`src/rtl/abrc_cfg.svh`:
```
// constants for the area 1 burst rom configuration block
// assumes a 32-bit classic wishbone slave with word-aligned registers
`ifndef ABRC_CFG_SVH
`define ABRC_CFG_SVH

// register byte addresses
`define ABRC_ADDR_BURST_CTRL   8'h00
`define ABRC_ADDR_SRAM_CTRL    8'h04
`define ABRC_ADDR_STATUS       8'h08

// burst_rom_area_control field positions (16-bit register)
`define ABRC_BIT_IFACE_SEL     7
`define ABRC_CYC_LSB           4
`define ABRC_CYC_MSB           6
`define ABRC_WORDS_LSB         0
`define ABRC_WORDS_MSB         1
// writable bits of the burst control register; bits 3,2 read as zero
`define ABRC_CTRL_WMASK        16'h00f3
`define ABRC_CTRL_RESET        16'h0000

// byte_ctrl_sram_control: only the area 1 select bit lives here
`define ABRC_BIT_BCSEL         1
`define ABRC_SRAM_WMASK        16'h0002
`define ABRC_SRAM_RESET        16'h0000

// word limits per burst word number code
`define ABRC_WORDS_00          6'h04
`define ABRC_WORDS_01          6'h08
`define ABRC_WORDS_10          6'h10
`define ABRC_WORDS_11          6'h20

`endif

```
`src/rtl/abrc_pkg.sv`:
```
// types shared by the burst rom configuration block
// assumes nothing beyond the cfg header
`default_nettype none
package abrc_pkg;
    typedef enum logic [1:0] {
        ABRC_IF_BASIC = 2'b00,
        ABRC_IF_BCSRAM = 2'b01,
        ABRC_IF_BURST = 2'b10
    } abrc_iface_t;

    typedef enum logic [1:0] {
        ABRC_ST_IDLE = 2'b00,
        ABRC_ST_ACTIVE = 2'b01
    } abrc_state_t;
endpackage
`default_nettype wire

```
`src/rtl/abrc_access_latch.sv`:
```
// latches the interface and burst settings at the start of each access
// assumes acc_start_i and acc_end_i come from logic on the same clock
`default_nettype none
`include "abrc_cfg.svh"
module abrc_access_latch (
    input  wire logic               clk_i,
    input  wire logic               rst_i,
    input  wire logic               acc_start_i,
    input  wire logic               acc_end_i,
    input  wire abrc_pkg::abrc_iface_t iface_i,
    input  wire logic [2:0]         cyc_code_i,
    input  wire logic [1:0]         words_code_i,
    output abrc_pkg::abrc_iface_t   iface_o,
    output logic [3:0]              burst_cycles_o,
    output logic [5:0]              max_words_o,
    output logic                    busy_o
);
    import abrc_pkg::*;

    abrc_state_t  state_reg;
    abrc_state_t  state_next;
    logic [5:0]   words_dec;
    logic         take;

    // settings sampled only when idle, so an access in flight keeps its own
    assign take = (state_reg == ABRC_ST_IDLE) && acc_start_i;

    always_comb begin
        unique case (words_code_i)
            2'b00: words_dec = `ABRC_WORDS_00;
            2'b01: words_dec = `ABRC_WORDS_01;
            2'b10: words_dec = `ABRC_WORDS_10;
            2'b11: words_dec = `ABRC_WORDS_11;
        endcase
    end

    always_comb begin
        state_next = state_reg;
        unique case (state_reg)
            ABRC_ST_IDLE:   if (acc_start_i && !acc_end_i) begin
                state_next = ABRC_ST_ACTIVE;
            end
            ABRC_ST_ACTIVE: if (acc_end_i) begin
                state_next = ABRC_ST_IDLE;
            end
            default:        state_next = ABRC_ST_IDLE;
        endcase
    end

    always_ff @(posedge clk_i) begin
        if (rst_i) begin
            state_reg      <= ABRC_ST_IDLE;
            iface_o        <= ABRC_IF_BASIC;
            burst_cycles_o <= 4'h1;
            max_words_o    <= `ABRC_WORDS_00;
        end else begin
            state_reg <= state_next;
            if (take) begin
                iface_o        <= iface_i;
                burst_cycles_o <= {1'b0, cyc_code_i} + 4'h1;
                max_words_o    <= words_dec;
            end
        end
    end

    assign busy_o = (state_reg == ABRC_ST_ACTIVE);
endmodule
`default_nettype wire

```
`src/rtl/abrc_top.sv`:
```
// area 1 burst rom configuration: registers and latched access settings
// assumes a classic wishbone master on clk_i and an access sequencer
// that pulses acc_start_i / acc_end_i around each external area 1 access
//
// The address map and the Wishbone interface to the registers are this design's own decisions.
`default_nettype none
`include "abrc_cfg.svh"
module abrc_top (
    input  wire logic        clk_i,
    input  wire logic        rst_i,
    input  wire logic        wb_cyc_i,
    input  wire logic        wb_stb_i,
    input  wire logic        wb_we_i,
    input  wire logic [7:0]  wb_adr_i,
    input  wire logic [3:0]  wb_sel_i,
    input  wire logic [31:0] wb_dat_i,
    output logic [31:0]      wb_dat_o,
    output logic             wb_ack_o,
    output logic             wb_err_o,
    input  wire logic        acc_start_i,
    input  wire logic        acc_end_i,
    output logic             burst_mode_o,
    output logic             byte_ctrl_mode_o,
    output logic [3:0]       burst_cycles_o,
    output logic [5:0]       max_words_o,
    output logic             access_busy_o
);
    import abrc_pkg::*;

    logic [15:0]   burst_ctrl_reg;
    logic [15:0]   sram_ctrl_reg;
    logic          req;
    logic          hit_ctrl;
    logic          hit_sram;
    logic          hit_stat;
    logic          mapped;
    logic          wr_ctrl;
    logic          wr_sram;
    logic [15:0]   lane_mask;
    logic [15:0]   ctrl_wdata;
    logic [15:0]   sram_wdata;
    logic [31:0]   rd_data;
    logic [15:0]   status_word;
    abrc_iface_t   iface_sel;
    abrc_iface_t   iface_lat;
    logic [3:0]    cyc_lat;
    logic [5:0]    words_lat;
    logic          busy_lat;

    // one-cycle answer; the !wb_ack_o term drops ack after each transfer
    assign req      = wb_cyc_i && wb_stb_i && !wb_ack_o;
    assign hit_ctrl = (wb_adr_i == `ABRC_ADDR_BURST_CTRL);
    assign hit_sram = (wb_adr_i == `ABRC_ADDR_SRAM_CTRL);
    assign hit_stat = (wb_adr_i == `ABRC_ADDR_STATUS);
    assign mapped   = hit_ctrl || hit_sram || hit_stat;
    assign wr_ctrl  = req && wb_we_i && hit_ctrl;
    assign wr_sram  = req && wb_we_i && hit_sram;
    assign lane_mask = {{8{wb_sel_i[1]}}, {8{wb_sel_i[0]}}};

    // reserved bits stay zero through the write mask
    assign ctrl_wdata = (burst_ctrl_reg & ~(lane_mask & `ABRC_CTRL_WMASK))
                      | (wb_dat_i[15:0] & lane_mask & `ABRC_CTRL_WMASK);
    assign sram_wdata = (sram_ctrl_reg & ~(lane_mask & `ABRC_SRAM_WMASK))
                      | (wb_dat_i[15:0] & lane_mask & `ABRC_SRAM_WMASK);

    // both selects set is a software fault; burst rom wins so the
    // area never drives byte-control strobes into a rom
    assign iface_sel =
        burst_ctrl_reg[`ABRC_BIT_IFACE_SEL] ? ABRC_IF_BURST :
        sram_ctrl_reg[`ABRC_BIT_BCSEL]      ? ABRC_IF_BCSRAM :
                                              ABRC_IF_BASIC;

    assign status_word = {7'h00, busy_lat, iface_lat, words_lat};
    assign rd_data = hit_ctrl ? {16'h0000, burst_ctrl_reg} :
                     hit_sram ? {16'h0000, sram_ctrl_reg} :
                     hit_stat ? {16'h0000, status_word} :
                                32'h0000_0000;

    always_ff @(posedge clk_i) begin
        if (rst_i) begin
            burst_ctrl_reg <= `ABRC_CTRL_RESET;
            sram_ctrl_reg  <= `ABRC_SRAM_RESET;
        end else begin
            if (wr_ctrl) begin
                burst_ctrl_reg <= ctrl_wdata;
            end
            if (wr_sram) begin
                sram_ctrl_reg <= sram_wdata;
            end
        end
    end

    always_ff @(posedge clk_i) begin
        if (rst_i) begin
            wb_ack_o <= 1'b0;
            wb_err_o <= 1'b0;
            wb_dat_o <= 32'h0000_0000;
        end else begin
            wb_ack_o <= req && mapped;
            wb_err_o <= req && !mapped;
            wb_dat_o <= (req && !wb_we_i) ? rd_data : 32'h0000_0000;
        end
    end

    abrc_access_latch u_latch (
        .clk_i          (clk_i),
        .rst_i          (rst_i),
        .acc_start_i    (acc_start_i),
        .acc_end_i      (acc_end_i),
        .iface_i        (iface_sel),
        .cyc_code_i     (burst_ctrl_reg[`ABRC_CYC_MSB:`ABRC_CYC_LSB]),
        .words_code_i   (burst_ctrl_reg[`ABRC_WORDS_MSB:`ABRC_WORDS_LSB]),
        .iface_o        (iface_lat),
        .burst_cycles_o (cyc_lat),
        .max_words_o    (words_lat),
        .busy_o         (busy_lat)
    );

    // outputs follow latched flops directly
    assign burst_mode_o     = (iface_lat == ABRC_IF_BURST);
    assign byte_ctrl_mode_o = (iface_lat == ABRC_IF_BCSRAM);
    assign burst_cycles_o   = cyc_lat;
    assign max_words_o      = words_lat;
    assign access_busy_o    = busy_lat;
endmodule
`default_nettype wire

```
`config.mk`:
```
export PLATFORM = sky130hd
export DESIGN_NAME = abrc_top
export DESIGN_NICKNAME = d
export VERILOG_FILES = /design/src/rtl/abrc_pkg.sv /design/src/rtl/abrc_access_latch.sv /design/src/rtl/abrc_top.sv
export VERILOG_INCLUDE_DIRS = /design/src /design/src/rtl
export SDC_FILE = /design/constraint.sdc
export NUM_CORES = 1
export LEC_CHECK = 0
export ABC_CLOCK_PERIOD_IN_PS = 4590
export BUFFER_PORTS_ARGS = -buffer_cell sky130_fd_sc_hd__buf_2
export CORE_MARGIN = 10
export CORE_UTILIZATION = 45
export CTS_BUF_LIST = sky130_fd_sc_hd__clkbuf_4 sky130_fd_sc_hd__clkbuf_8
export DETAILED_ROUTE_END_ITERATION = 8
export PLACE_DENSITY_LB_ADDON = 0.1
export SYNTH_ARGS = -nofsm -noshare
export SYNTH_HDL_FRONTEND = slang
export SYNTH_SLANG_ARGS = --single-unit
```
`constraint.sdc`:
```
create_clock -name clk_i -period 4.59 [get_ports clk_i]
set_clock_uncertainty 0.05 [all_clocks]
set_input_delay 0.6885 -clock clk_i [delete_from_list [all_inputs] [get_ports clk_i]]
set_output_delay 0.6885 -clock clk_i [all_outputs]
set_load 0.05 [all_outputs]
```
* Yosys cells after proc, flatten, opt, wreduce, memory -nomap -nowiden
Cells that the tools add are included.
** Storage, ports and cells
- Bits of input ports :: 51
- Bits in registers :: 80
** Cells by class
- Eq/ne operators :: 10
- Add/subtract/negate cells :: 1
- Multiplexer cells :: 9
- Bitwise operators :: 8
- Reduce and logical (&&, ||, !) cells :: 22
** Operators with widths (number)
- $and 16x16->16 :: 2
- $mux 16 :: 2
- $pmux 6 s4 :: 1
- $not 2->16 :: 1
- $not 8->16 :: 1
- $or 16x2->16 :: 1
- $or 16x8->16 :: 1
- $logic_and 1x1->1 :: 10
- $mux 9 :: 1
- $and 8x8->8 :: 1
- $eq 8x3->1 const B :: 1
- $eq 8x4->1 const B :: 1
- $logic_not 8->1 :: 1
- $eq 2x1->1 const B :: 3
- $eq 2x2->1 const B :: 3
- $mux 2 :: 3
- $add 3x1->4 const B :: 1
- $logic_not 1->1 :: 4
- $logic_not 2->1 :: 2
- $ne 2x2->1 const B :: 2
- $pmux 2 s2 :: 1
- $reduce_or 4->1 :: 1
- $logic_or 1x1->1 :: 2
- $reduce_and 2->1 :: 1
- 3 further kinds :: 3

* Depth between registers and ports, before layout
- Depth in word-level cells :: 5
- Mapped depth :: 4
- Mapped depth without buffers :: 3

* Cells and area by module
Synthesis repeated with hierarchy kept, for this count alone.
** Unflattened totals
- Cells, all modules :: 152
- Area total of the unflattened synthesis :: 1433.9 um^2
** By module, submodules not included
- abrc_top :: area an instance 980.9 um^2, instances 1, sequential area each 360.3 um^2, cells each 102
- abrc_access_latch :: area an instance 452.9 um^2, instances 1, sequential area each 220.2 um^2, cells each 50

* Worst setup path after synthesis
Ideal clock, no wire load.
- Path type :: in2reg
- Start :: in wb_adr_i[5]
- End :: reg with a tool-made name
- Cell stages on the path :: 3
- Data required time :: 4468 ps
- Slack :: 2523 ps
- Data arrival time :: 1946 ps
- Setup time :: 72 ps
- Cells stage by stage :: or4_4 > nor4b_4 > mux2i_1
** RTL lines
- start, declared :: line abrc_top.sv:14 : input wire logic [7:0] wb_adr_i,

==> impl_metrics.yaml <==
floorplanning:
  initial_core_util_pct: 47.99
  die_area_um2: 5579
  ios: 98
  die_w_um: 74.70
  die_h_um: 74.70
  core_um2: 2805
  std_cell_rows: 19
yosys:
  synth_cell_type_count: 28
  syn_area_um2: 1346
  synth-compound-area-share_pct: 7.342
  synth_top_family_by_area: "simple AND/OR/NAND/NOR gates"
  ys_warn_count: 0
  synth_edf_count: 0
  avgSynthCellArea_um2: 9.415
  async_flop_share_pct: 0
  synthMuxAreaShare_pct: 5.948
  ys_seq_area_share_pct: 43.12
  synth-simple-area-share_pct: 26.39
  synthAdderAreaFrac_pct: 0.9294
  ys_ff_latch: 29
  synth_xor_area_share_pct: 0.6506
  ys.flop_type: "dfxtp_1"
  syn_inst: 143
timing:
  finalSetupTns_ns: 0
  hold_violations: 0
  grt_setup_unrepaired: "false"
  timing.fmax_mhz: 495.8
  slew_viol_final: 0
  max_slew_margin_pct: 28.35
  setup_viol: 0
  worstMarginPinSlew_ns: 1.060
  period_needed_ns: 2.017
  post-route-period-util_pct: 43.94
placement:
  placed_area_um2: 1484
  dp.final_hpwl_um: 2480
  gp_congestion: 0.7249
  io_buffers: 43
critical_path:
  cp-start-kind: "primary input"
  critical_path_required_ns: 4.79
  critPathCaptureType: "register"
  cp.arrival_ns: 2.22
  worstSetupPathType: "in -> reg"
  worstPathMaxFanout: 6
clock_tree:
  clk_pin_slew_worst_paths_ns: 0.08
  clk_latency_ns: 0.32
  cts-resized-gates: 0
  cts.sinks: 29
  cts_setup_buffers: 0
  cts-root-buf: "clkbuf_4"
  h-tree-depth: 2
  postCtsHoldBufs: 0
  cts_tree: "yes"
  cts_made_buffers: 5
  cts_max_path_buffers: 2
cells_and_area:
  drive_gt1_share_pct: 29.26
  area_growth_pct: 14.68
  diodes: 0
  final_area_um2: 1544
  layout_common_cells: "buf_2 (43), dfxtp_1 (29), conb_1 (25)"
  nNetsFinal: 239
  final_common_cell: "buf_2"
pwr:
  ir_drop_mv: 0.1603
  p_per_area_nw_per_um2: 323.5
  leakagePower_nw: 0.6999
drt:
  routedWlPerCell_um: 14.20
  dr.pass1.iters: 4
  drc: 0
  viasPerCell: 4.900
  ant_nets: 0
  routed-via-count: 1073
  wirelength_um: 3110
  drt_iter0_drc: 62
global_route:
  grt_pass1_wl_um: 4995
  grt_use_total_pct: 11.30
  grt_max_degree: 29
  overflow: 0
  grt_antenna_before_repair: 0
  grt_pass1_vias: 1150
status:
  status: "complete, no violations"
hold_path:
  hold_class: "reg -> reg"
flow_run:
  cap_violations: 0
==> kinds of logic after synthesis <==
group,after synthesis
AOI/OAI and AO/OA,15
xor gates and xnor gates,1
adders and majority gates,1
buffers and inverters,30
DFF,29
muxes,8
other,1
and+or+nand+nor,58
==> path summary, 6_finish.rpt <==
path / startpoint / to / slack [ns] / cells past startpoint
setup reg to reg: wb_ack_o / register / 2.97 / 3
hold reg to reg: u_latch.burst_cycles_o[3] / u_latch.burst_cycles_o[3] / 0.41 / 2
setup / recovery: wb_adr_i[2] / register / 2.57 / 4
hold / removal: u_latch.burst_cycles_o[3] / u_latch.burst_cycles_o[3] / 0.41 / 2
==> routing by layer <==
metal | vias to the layer above | global-route usage (%) | share of wire, %
li1 | 532 | - | -
met2 | 45 | 19.69 | 46
met4 | 0 | 6.303 | 2.0
met1 | 488 | 11.89 | 43
met3 | 8 | 3.548 | 9.0
met5 | - | 0 | 0
==> power breakdown <==
group	total (mW)	switching (mW)	internal [mW]
combinational	0.0848	0.0706	0.0142
clock	0.160	0.0809	0.0787
sequential	0.255	0.00141	0.254
total	0.500	0.153	0.347
==> stage by stage <==
step	std cells	hold WS (ns)	util, %	setup slack [ns]	total power, mW
after floorplan	167	0.4028	-	2.523	0.3458
after global placement	211	0.3915	52.90	2.258	0.3438
after detailed placement	211	0.4000	52.90	2.232	0.3449
after CTS	219	0.4121	55.04	2.572	0.5030
after global routing	219	0.4392	55.04	2.449	0.5199
final	219	0.4077	55.04	2.573	0.4995
==> synth_stat cells (2+ instances only) <==
cell type  count  area (um^2)
or4_4          2        22.52
nand3b_1       4        30.03
nor2_1         7        26.28
nor4_1         2        12.51
dfxtp_1       29        580.6
nand2_1       10        37.54
a21oi_1        7        35.03
mux2i_1        8        80.08
a22oi_1        4        30.03
nor2b_1        3        18.77
clkbuf_1       5        18.77
and3_1         4        25.02
nor3_1         4        20.02
nand2b_1      14        87.58
a211o_1        2        17.52
buf_4         25        187.7
nand3_1        2        10.01
==> final cells by class <==
| type | count | area [um^2] |
|---|---|---|
| fillers | 272 | 1261 |
| multi-input cells | 108 | 649.4 |
| flip-flops and latches | 29 | 580.6 |
| repair buffers | 43 | 215.2 |
| well taps | 31 | 38.79 |
| clock buffers | 8 | 60.06 |
==> critical path, cell delays in order <==
cell	delay (ns)
buf_2	0.14
nor4_2	0.54
nor4b_4	0.61
mux2i_1	0.24
No activity file was read; power rests on OpenSTA's default activity.
